$ cat src/rtl/router_defines.svh
// offsets, field positions, reset values and widths for the channel mode router
`ifndef ROUTER_DEFINES_SVH
`define ROUTER_DEFINES_SVH

// apb byte addresses
`define ADDR_W 12
`define CTRL_OFFSET 12'h000
`define STATUS_OFFSET 12'h004
`define PINS_OFFSET 12'h008

// control register fields (selector bit = 1 means parallel position)
`define CTRL_W 9
`define CTRL_SEL_DATA 0
`define CTRL_SEL_LATCH 1
`define CTRL_SEL_SHIFT 2
`define CTRL_SEL_GATE 3
`define CTRL_LINK_LO 4
`define CTRL_LINK_HI 7
`define CTRL_LINK_FOURTH 8
`define CTRL_RESET 9'h100

// header pin vector positions
`define PIN_SEL_A 0
`define PIN_SEL_B 1
`define PIN_SEL_C 2
`define PIN_AUX_FOURTH 3
`define PIN_AUX_LO 4
`define PIN_AUX_HI 7

// reset values
`define BYTE_RESET 8'h00
`define PHASE_IDLE 8'hFF
`define WORD_RESET 32'h0000_0000

`endif

$ cat src/rtl/router_pkg.sv
// types shared by the channel mode router
`default_nettype none
package router_pkg;

   typedef struct packed {
      logic [7:0] s1_ff;
      logic [7:0] s2_ff;
      logic [7:0] s3_ff;
      logic [7:0] filt_ff;
      logic [8:0] ctrl_ff;
      logic [7:0] shift_ff;
      logic [7:0] store_ff;
      logic [7:0] drive_ff;
      logic [3:0] lamp_ff;
      logic [7:0] phase_ff;
      logic ser_ff;
      logic rclk_ff;
      logic shift_clock_in_ff;
      logic gate_n_ff;
      logic contend_ff;
      logic pready_ff;
      logic pslverr_ff;
      logic [31:0] prdata_ff;
   } router_state_t;

endpackage

`default_nettype wire

$ cat src/rtl/stepper_channel_mode_router.sv
// channel mode router: header pins to eight sink channels via serial or parallel path
//
// Behaviour
// - serial selector a routes hdr_sel_a to shift data
// - parallel selector a drives channel one directly
// - serial selector b routes hdr_sel_b to latch clock
// - parallel selector b drives channel two directly
// - serial selector c routes hdr_sel_c to shift clock
// - parallel selector c drives channel three directly
// - gate selector: serial enables, parallel disables outputs
// - shift outputs or host lines drive channels one-four
// - lamps one-four follow their drive inputs
// - high drive one pulls phase one low
// - high drives two-four pull phases two-four low
// - fourth aux line feeds channel four through resistor
// - other aux lines unconnected unless links fitted
// - all eight channels serial or parallel controllable
// - linked aux lines drive channels five to eight
//
// Design decisions made here: the APB register port and the register offsets.
`timescale 1ns/1ps
`default_nettype none
`include "router_defines.svh"

module stepper_channel_mode_router
   import router_pkg::*;
(
   // clock and reset
   input wire logic clk,
   input wire logic sys_rst,
   // apb slave
   input wire logic psel,
   input wire logic penable,
   input wire logic pwrite,
   input wire logic [11:0] paddr,
   input wire logic [31:0] pwdata,
   output logic [31:0] prdata,
   output logic pready,
   output logic pslverr,
   // header pins from the host
   input wire logic hdr_sel_a,
   input wire logic hdr_sel_b,
   input wire logic hdr_sel_c,
   input wire logic hdr_aux_fourth,
   input wire logic hdr_aux_line_a,
   input wire logic hdr_aux_line_b,
   input wire logic hdr_aux_line_c,
   input wire logic hdr_aux_line_d,
   // shift register input nodes
   output logic shift_data_in,
   output logic shift_clock_in,
   output logic latch_clock_in,
   output logic output_gate_n,
   // channel drive inputs
   output logic drive_input_1,
   output logic drive_input_2,
   output logic drive_input_3,
   output logic drive_input_4,
   output logic drive_input_5,
   output logic drive_input_6,
   output logic drive_input_7,
   output logic drive_input_8,
   // indicator lamps
   output logic indicator_lamp_1,
   output logic indicator_lamp_2,
   output logic indicator_lamp_3,
   output logic indicator_lamp_4,
   // sink outputs, low means pulled to ground
   output logic motor_a_phase_1,
   output logic motor_a_phase_2,
   output logic motor_a_phase_3,
   output logic motor_a_phase_4,
   output logic motor_b_phase_1,
   output logic motor_b_phase_2,
   output logic motor_b_phase_3,
   output logic motor_b_phase_4
);

   router_state_t st_ff;
   router_state_t nxt_st;

   logic [7:0] pin_raw;
   logic [7:0] filt;
   logic [3:0] sel_par;
   logic [7:0] host_en;
   logic [7:0] host_lvl;
   wire logic [7:0] drv;
   logic sr_on;
   logic setup_phase;
   logic access_done;

   assign pin_raw = {hdr_aux_line_d, hdr_aux_line_c, hdr_aux_line_b, hdr_aux_line_a,
                     hdr_aux_fourth, hdr_sel_c, hdr_sel_b, hdr_sel_a};
   assign filt = st_ff.filt_ff;
   assign sel_par = st_ff.ctrl_ff[3:0];
   assign sr_on = ~st_ff.gate_n_ff;
   assign setup_phase = psel & ~penable;
   assign access_done = psel & penable & st_ff.pready_ff;

   // host lines that reach a channel input, and their levels
   assign host_en = {st_ff.ctrl_ff[`CTRL_LINK_HI:`CTRL_LINK_LO],
                     st_ff.ctrl_ff[`CTRL_LINK_FOURTH],
                     sel_par[`CTRL_SEL_SHIFT],
                     sel_par[`CTRL_SEL_LATCH],
                     sel_par[`CTRL_SEL_DATA]};
   assign host_lvl = filt;

   // one selector per channel input; only channel four sits behind a series resistor
   // channel 1: hdr_sel_a with selector a parallel
   channel_select #(
      .SERIES_FED(1'b0)
   ) ch_1 (
      .host_en(host_en[0]),
      .host_lvl(host_lvl[0]),
      .shift_on(sr_on),
      .store_bit(st_ff.store_ff[0]),
      .drive_bit(drv[0])
   );

   // channel 2: hdr_sel_b with selector b parallel
   channel_select #(
      .SERIES_FED(1'b0)
   ) ch_2 (
      .host_en(host_en[1]),
      .host_lvl(host_lvl[1]),
      .shift_on(sr_on),
      .store_bit(st_ff.store_ff[1]),
      .drive_bit(drv[1])
   );

   // channel 3: hdr_sel_c with selector c parallel
   channel_select #(
      .SERIES_FED(1'b0)
   ) ch_3 (
      .host_en(host_en[2]),
      .host_lvl(host_lvl[2]),
      .shift_on(sr_on),
      .store_bit(st_ff.store_ff[2]),
      .drive_bit(drv[2])
   );

   // channel 4: fourth aux line, overridden while the shift outputs drive
   channel_select #(
      .SERIES_FED(1'b1)
   ) ch_4 (
      .host_en(host_en[3]),
      .host_lvl(host_lvl[3]),
      .shift_on(sr_on),
      .store_bit(st_ff.store_ff[3]),
      .drive_bit(drv[3])
   );

   // channel 5: aux line a once its link is fitted
   channel_select #(
      .SERIES_FED(1'b0)
   ) ch_5 (
      .host_en(host_en[4]),
      .host_lvl(host_lvl[4]),
      .shift_on(sr_on),
      .store_bit(st_ff.store_ff[4]),
      .drive_bit(drv[4])
   );

   // channel 6: aux line b once its link is fitted
   channel_select #(
      .SERIES_FED(1'b0)
   ) ch_6 (
      .host_en(host_en[5]),
      .host_lvl(host_lvl[5]),
      .shift_on(sr_on),
      .store_bit(st_ff.store_ff[5]),
      .drive_bit(drv[5])
   );

   // channel 7: aux line c once its link is fitted
   channel_select #(
      .SERIES_FED(1'b0)
   ) ch_7 (
      .host_en(host_en[6]),
      .host_lvl(host_lvl[6]),
      .shift_on(sr_on),
      .store_bit(st_ff.store_ff[6]),
      .drive_bit(drv[6])
   );

   // channel 8: aux line d once its link is fitted
   channel_select #(
      .SERIES_FED(1'b0)
   ) ch_8 (
      .host_en(host_en[7]),
      .host_lvl(host_lvl[7]),
      .shift_on(sr_on),
      .store_bit(st_ff.store_ff[7]),
      .drive_bit(drv[7])
   );

   always_comb begin
      nxt_st = st_ff;

      // three stage pin sampling; a bit changes only when stages two and three agree
      nxt_st.s1_ff = pin_raw;
      nxt_st.s2_ff = st_ff.s1_ff;
      nxt_st.s3_ff = st_ff.s2_ff;
      nxt_st.filt_ff = (st_ff.s2_ff & st_ff.s3_ff) |
                       (st_ff.filt_ff & (st_ff.s2_ff | st_ff.s3_ff));

      // serial routing; a line in the parallel position leaves its node low
      nxt_st.ser_ff = ~sel_par[`CTRL_SEL_DATA] & filt[`PIN_SEL_A];
      nxt_st.rclk_ff = ~sel_par[`CTRL_SEL_LATCH] & filt[`PIN_SEL_B];
      nxt_st.shift_clock_in_ff = ~sel_par[`CTRL_SEL_SHIFT] & filt[`PIN_SEL_C];
      nxt_st.gate_n_ff = sel_par[`CTRL_SEL_GATE];

      // data and clock pass the same sampling depth, so the host must set data up
      // before raising the shift clock
      if (nxt_st.shift_clock_in_ff & ~st_ff.shift_clock_in_ff) begin
         nxt_st.shift_ff = {st_ff.shift_ff[6:0], nxt_st.ser_ff};
      end
      if (nxt_st.rclk_ff & ~st_ff.rclk_ff) begin
         nxt_st.store_ff = st_ff.shift_ff;
      end

      // channel stage
      nxt_st.drive_ff = drv;
      nxt_st.lamp_ff = drv[3:0];
      nxt_st.phase_ff = ~drv;
      nxt_st.contend_ff = sr_on &
                          (|(host_en & ~(8'h01 << `PIN_AUX_FOURTH)));

      // apb: answer in the first access cycle
      nxt_st.pready_ff = 1'b0;
      if (setup_phase) begin
         nxt_st.pready_ff = 1'b1;
         nxt_st.pslverr_ff = 1'b0;
         case (paddr)
            `CTRL_OFFSET: begin
               nxt_st.prdata_ff = {23'h000000, st_ff.ctrl_ff};
            end
            `STATUS_OFFSET: begin
               nxt_st.prdata_ff = {7'h00, st_ff.contend_ff, st_ff.shift_ff,
                                   st_ff.store_ff, st_ff.drive_ff};
            end
            `PINS_OFFSET: begin
               nxt_st.prdata_ff = {24'h000000, st_ff.filt_ff};
            end
            default: begin
               nxt_st.prdata_ff = `WORD_RESET;
               nxt_st.pslverr_ff = 1'b1;
            end
         endcase
      end
      if (access_done & pwrite & (paddr == `CTRL_OFFSET)) begin
         // links for aux lines a-d default open, fourth link default fitted
         nxt_st.ctrl_ff = pwdata[`CTRL_W-1:0];
      end
      if (access_done) begin
         nxt_st.pslverr_ff = 1'b0;
      end

      if (sys_rst) begin
         nxt_st.s1_ff = `BYTE_RESET;
         nxt_st.s2_ff = `BYTE_RESET;
         nxt_st.s3_ff = `BYTE_RESET;
         nxt_st.filt_ff = `BYTE_RESET;
         nxt_st.ctrl_ff = `CTRL_RESET;
         nxt_st.shift_ff = `BYTE_RESET;
         nxt_st.store_ff = `BYTE_RESET;
         nxt_st.drive_ff = `BYTE_RESET;
         nxt_st.lamp_ff = 4'h0;
         nxt_st.phase_ff = `PHASE_IDLE;
         nxt_st.ser_ff = 1'b0;
         nxt_st.rclk_ff = 1'b0;
         nxt_st.shift_clock_in_ff = 1'b0;
         nxt_st.gate_n_ff = 1'b0;
         nxt_st.contend_ff = 1'b0;
         nxt_st.pready_ff = 1'b0;
         nxt_st.pslverr_ff = 1'b0;
         nxt_st.prdata_ff = `WORD_RESET;
      end
   end

   always_ff @(posedge clk) begin
      st_ff <= nxt_st;
   end

   assign prdata = st_ff.prdata_ff;
   assign pready = st_ff.pready_ff;
   assign pslverr = st_ff.pslverr_ff;

   assign shift_data_in = st_ff.ser_ff;
   assign shift_clock_in = st_ff.shift_clock_in_ff;
   assign latch_clock_in = st_ff.rclk_ff;
   assign output_gate_n = st_ff.gate_n_ff;

   assign drive_input_1 = st_ff.drive_ff[0];
   assign drive_input_2 = st_ff.drive_ff[1];
   assign drive_input_3 = st_ff.drive_ff[2];
   assign drive_input_4 = st_ff.drive_ff[3];
   assign drive_input_5 = st_ff.drive_ff[4];
   assign drive_input_6 = st_ff.drive_ff[5];
   assign drive_input_7 = st_ff.drive_ff[6];
   assign drive_input_8 = st_ff.drive_ff[7];

   assign indicator_lamp_1 = st_ff.lamp_ff[0];
   assign indicator_lamp_2 = st_ff.lamp_ff[1];
   assign indicator_lamp_3 = st_ff.lamp_ff[2];
   assign indicator_lamp_4 = st_ff.lamp_ff[3];

   // inverted sink outputs
   assign motor_a_phase_1 = st_ff.phase_ff[0];
   assign motor_a_phase_2 = st_ff.phase_ff[1];
   assign motor_a_phase_3 = st_ff.phase_ff[2];
   assign motor_a_phase_4 = st_ff.phase_ff[3];
   assign motor_b_phase_1 = st_ff.phase_ff[4];
   assign motor_b_phase_2 = st_ff.phase_ff[5];
   assign motor_b_phase_3 = st_ff.phase_ff[6];
   assign motor_b_phase_4 = st_ff.phase_ff[7];

endmodule // stepper_channel_mode_router

// per-channel input selector: host line, shift output or floating low
module channel_select #(
   parameter bit SERIES_FED = 1'b0
) (
   // routing state
   input wire logic host_en,
   input wire logic host_lvl,
   input wire logic shift_on,
   input wire logic store_bit,
   // channel input
   output logic drive_bit
);

   always_comb begin
      if (SERIES_FED) begin
         // series resistor: the shift output overrides the fourth aux line
         drive_bit = shift_on ? store_bit : (host_en & host_lvl);
      end else if (host_en) begin
         // a host line that is wired through wins over a contending shift output
         drive_bit = host_lvl;
      end else begin
         // a floating input is taken as low
         drive_bit = shift_on & store_bit;
      end
   end

endmodule // channel_select

`default_nettype wire

$ cat config.mk
export PLATFORM = sky130hd
export DESIGN_NAME = stepper_channel_mode_router
export DESIGN_NICKNAME = d
export VERILOG_FILES = /design/src/rtl/router_pkg.sv /design/src/rtl/stepper_channel_mode_router.sv
export VERILOG_INCLUDE_DIRS = /design/src /design/src/rtl
export SDC_FILE = /design/constraint.sdc
export NUM_CORES = 1
export LEC_CHECK = 0
export ABC_AREA = 1
export BUFFER_PORTS_ARGS = -buffer_cell sky130_fd_sc_hd__buf_2
export CAP_MARGIN = 5
export CORE_MARGIN = 4
export CORE_UTILIZATION = 35
export CTS_CLUSTER_DIAMETER = 50
export CTS_CLUSTER_SIZE = 28
export DETAILED_ROUTE_END_ITERATION = 7
export SYNTH_ARGS = -nofsm -noshare
export SYNTH_HDL_FRONTEND = slang
export SYNTH_SLANG_ARGS = --single-unit
$ cat constraint.sdc
create_clock -name clk -period 2.15 [get_ports clk]
set_input_delay 0.43 -clock clk [delete_from_list [all_inputs] [get_ports clk]]
set_output_delay 0.43 -clock clk [all_outputs]
set_load 0.01 [all_outputs]
==> flow_summary_export.csv <==
group,metric,value,unit
outcome,status,"completed",
critical_path,crit_family,"flip-flops",
route,wl_met3,626,microns
floorplan,rows,39,
critical_path,start_kind,"flop",
critical_path,crit_buf_inv,1,
route,routedWlPerCell,13.2,microns
route,drtPass1Iterations,5,
route,vias,3207,
route,drt_iter0_drc,224,
logic_synthesis,netlist_area,4070,sq um
grt,grt_max_degree,49,
clock_network,htreeDepth,3,
floorplan,die_h,116,microns
timing,grt_setup_unrepaired,"no",
critical_path,slowest_delay,560,ps
logic_synthesis,ys_types,27,
logic_synthesis,ys_seq_elements,105,
power,peakVddDrop,0.349,mV
clock_network,ctsHoldBuffers,0,
logic_synthesis,avgSynthCellArea,8.10,sq um
clock_network,cts_tree,"yes",
timing,final.period_utilization,0.727,
grt,grt_pass1_wl,14000,microns
logic_synthesis,synth_cells,502,
logic_synthesis,ys_seq_area_frac,0.517,
worst_hold_path,worstHoldPathType,"in2reg",
flow_run,max_cap_viol_count,0,
route,dr_wl_met2,4340,microns
critical_path,endpoint_kind,"output port",
clock_network,clk_pin_slew,70,ps
critical_path,cpMaxStageDelayCell,"dfxtp_1",
placed_design,post-place-ws,278,ps
placed_design,numPortBuffers,84,
clock_network,clock_latency,350,ps
route,vias_per_cell,4.60,
clock_network,clock-sinks,105,
clock_network,cts_buffers,9,
timing,worst_slew_pin_slew,554,ps
timing,finalSetupViolations,0,
critical_path,required,1720,ps
clock_network,cts_root_buf,"clkbuf_16",
floorplan,initial_core_util,0.356,
placed_design,place_congestion,0.786,
route,drcViolationCount,0,
route,top_layer,"met4",
floorplan,io_pins,115,
floorplan,die_w,116,microns
power,power_density,798,nW/um^2
timing,min_period,1560,ps
final_layout,n_antenna_cell,0,
critical_path,crit_path_max_fanout,9,
timing,hold_viol,0,
placed_design,dpl.hpwl,6560,microns
floorplan,core_area,11400,sq um
clock_network,post-cts-setup-buffers,0,
clock_network,cts_buffer_depth,2,
timing,setup-tns-final,0,ps
logic_synthesis,yosysWarnings,0,
timing,fin_ws,586,ps
grt,grt_pass1_vias,2874,
route,wl,9170,microns
critical_path,arrival,1130,ps
route,ant_nets,0,
critical_path,crit_type,"reg2out",
timing,skew,8.27,ps
power,p_leak,2.02,nW
timing,report.final.slew_viol_count,0,
route,wl_met1,4130,microns
grt,grt_remaining_overflow,0,
final_layout,area.growth.synth_to_final,14.0,%
floorplan,die_area,13400,sq um
critical_path,crit_chain,"buf_2",
grt,antenna_found_initial,0,
final_layout,final_nets,606,
grt,grtUsageTotal,0.135,
timing,fmax,639,MHz
timing,max_slew_margin,0.629,
clock_network,cts_resized,0,
final_layout,drive_gt1_frac,0.217,
layer usage:
layer / vias to the layer above / GRT usage
met5: - / 0
met4: 0 / 0.0418
li1: 1661 / -
met1: 1442 / 0.171
met3: 6 / 0.0371
met2: 98 / 0.223
flip-flops by register name, indices dropped and copies added, names as in the netlist, 8 cells and up:
name / flops
prdata: 25
st_ff: 41
filt: 8
host_en: 8
cells in the mapped netlist (all sizes together):
| cell type | instances | area, sq um |
|---|---|---|
| nor3 | 7 | 46.3 |
| dfxtp | 105 | 2100 |
| inv | 65 | 244 |
| nand2 | 56 | 215 |
| conb | 1 | 3.75 |
| nor2 | 54 | 246 |
| nand3 | 42 | 215 |
| o21ai | 44 | 231 |
| clkbuf | 13 | 48.8 |
| buf | 46 | 333 |
| nor4 | 1 | 6.26 |
| a211oi | 5 | 37.5 |
| nand3b | 2 | 15.0 |
| a21oi | 52 | 260 |
| nand4 | 5 | 31.3 |
| o31ai | 4 | 30.0 |
metrics by stage:
step	std cells	power (mW)	utilization	hold WS, ps	area, sq um
after floorplan	508	2.18	-	388	4090
after global placement	681	2.22	0.382	391	4360
after detailed placement	681	2.22	0.382	393	4360
after CTS	697	3.74	0.406	270	4630
after global routing	697	3.85	0.406	279	4630
final	697	3.70	0.406	279	4630
cell families after synthesis:
logic type             count (synthesis)  synth area share
DFF                                  105             0.517
AOI/OAI and AO/OA                    105             0.138
buffers and inverters                124             0.154
other                                  1          0.000922
and+or+nand+nor                      167             0.191
layout by cell type (no fill, tap or decap):
master      instances
nor3_4              1
nand2_1            54
conb_1              7
nand3b_1            2
nor3_1              6
o21ai_4             1
nand3_2             1
a211oi_1            5
clkinv_2            2
nor2_4              2
inv_6               2
nor4_1              1
clkinv_4            2
clkbuf_16           9
nor2_8              1
buf_12              1
dfxtp_1           105
a21oi_1            52
inv_1              63
buf_2              84
o31ai_1             4
nor2_2              5
nand4_1             5
clkinvlp_4          1
nand3_1            41
buf_4               4
inv_2               2
o21ai_0            43
nor2_1             46
nand2_2             2
cell type report:
type / count / area, sq um
Inverter: 65 / 244
Tap cell: 143 / 179
Sequential cell: 105 / 2100
Multi-Input combinational cell: 279 / 1360
Clock buffer: 9 / 225
Clock inverter: 7 / 52.6
Timing Repair Buffer: 89 / 470
Fill cell: 1174 / 6780
where the power goes:
part           leakage (nW)  total (mW)  internal (mW)  switching [mW]
clock network         0.136        1.52          0.793           0.728
logic                  1.03       0.180         0.0654           0.114
registers             0.853        2.00           1.98          0.0159
total                  2.02        3.70           2.84           0.858
final timing paths:
| path | startpoint | endpoint | slack, ps | cells after the start |
|---|---|---|---|---|
| max | output_gate_n | output_gate_n | 590 | 1 |
| min | hdr_sel_c | st_ff[110] | 280 | 3 |
| max reg2reg | pready | host_en[2] | 690 | 5 |
| min reg2reg | st_ff[114] | st_ff[106] | 400 | 2 |
Power figures use the tool's default switching activity.
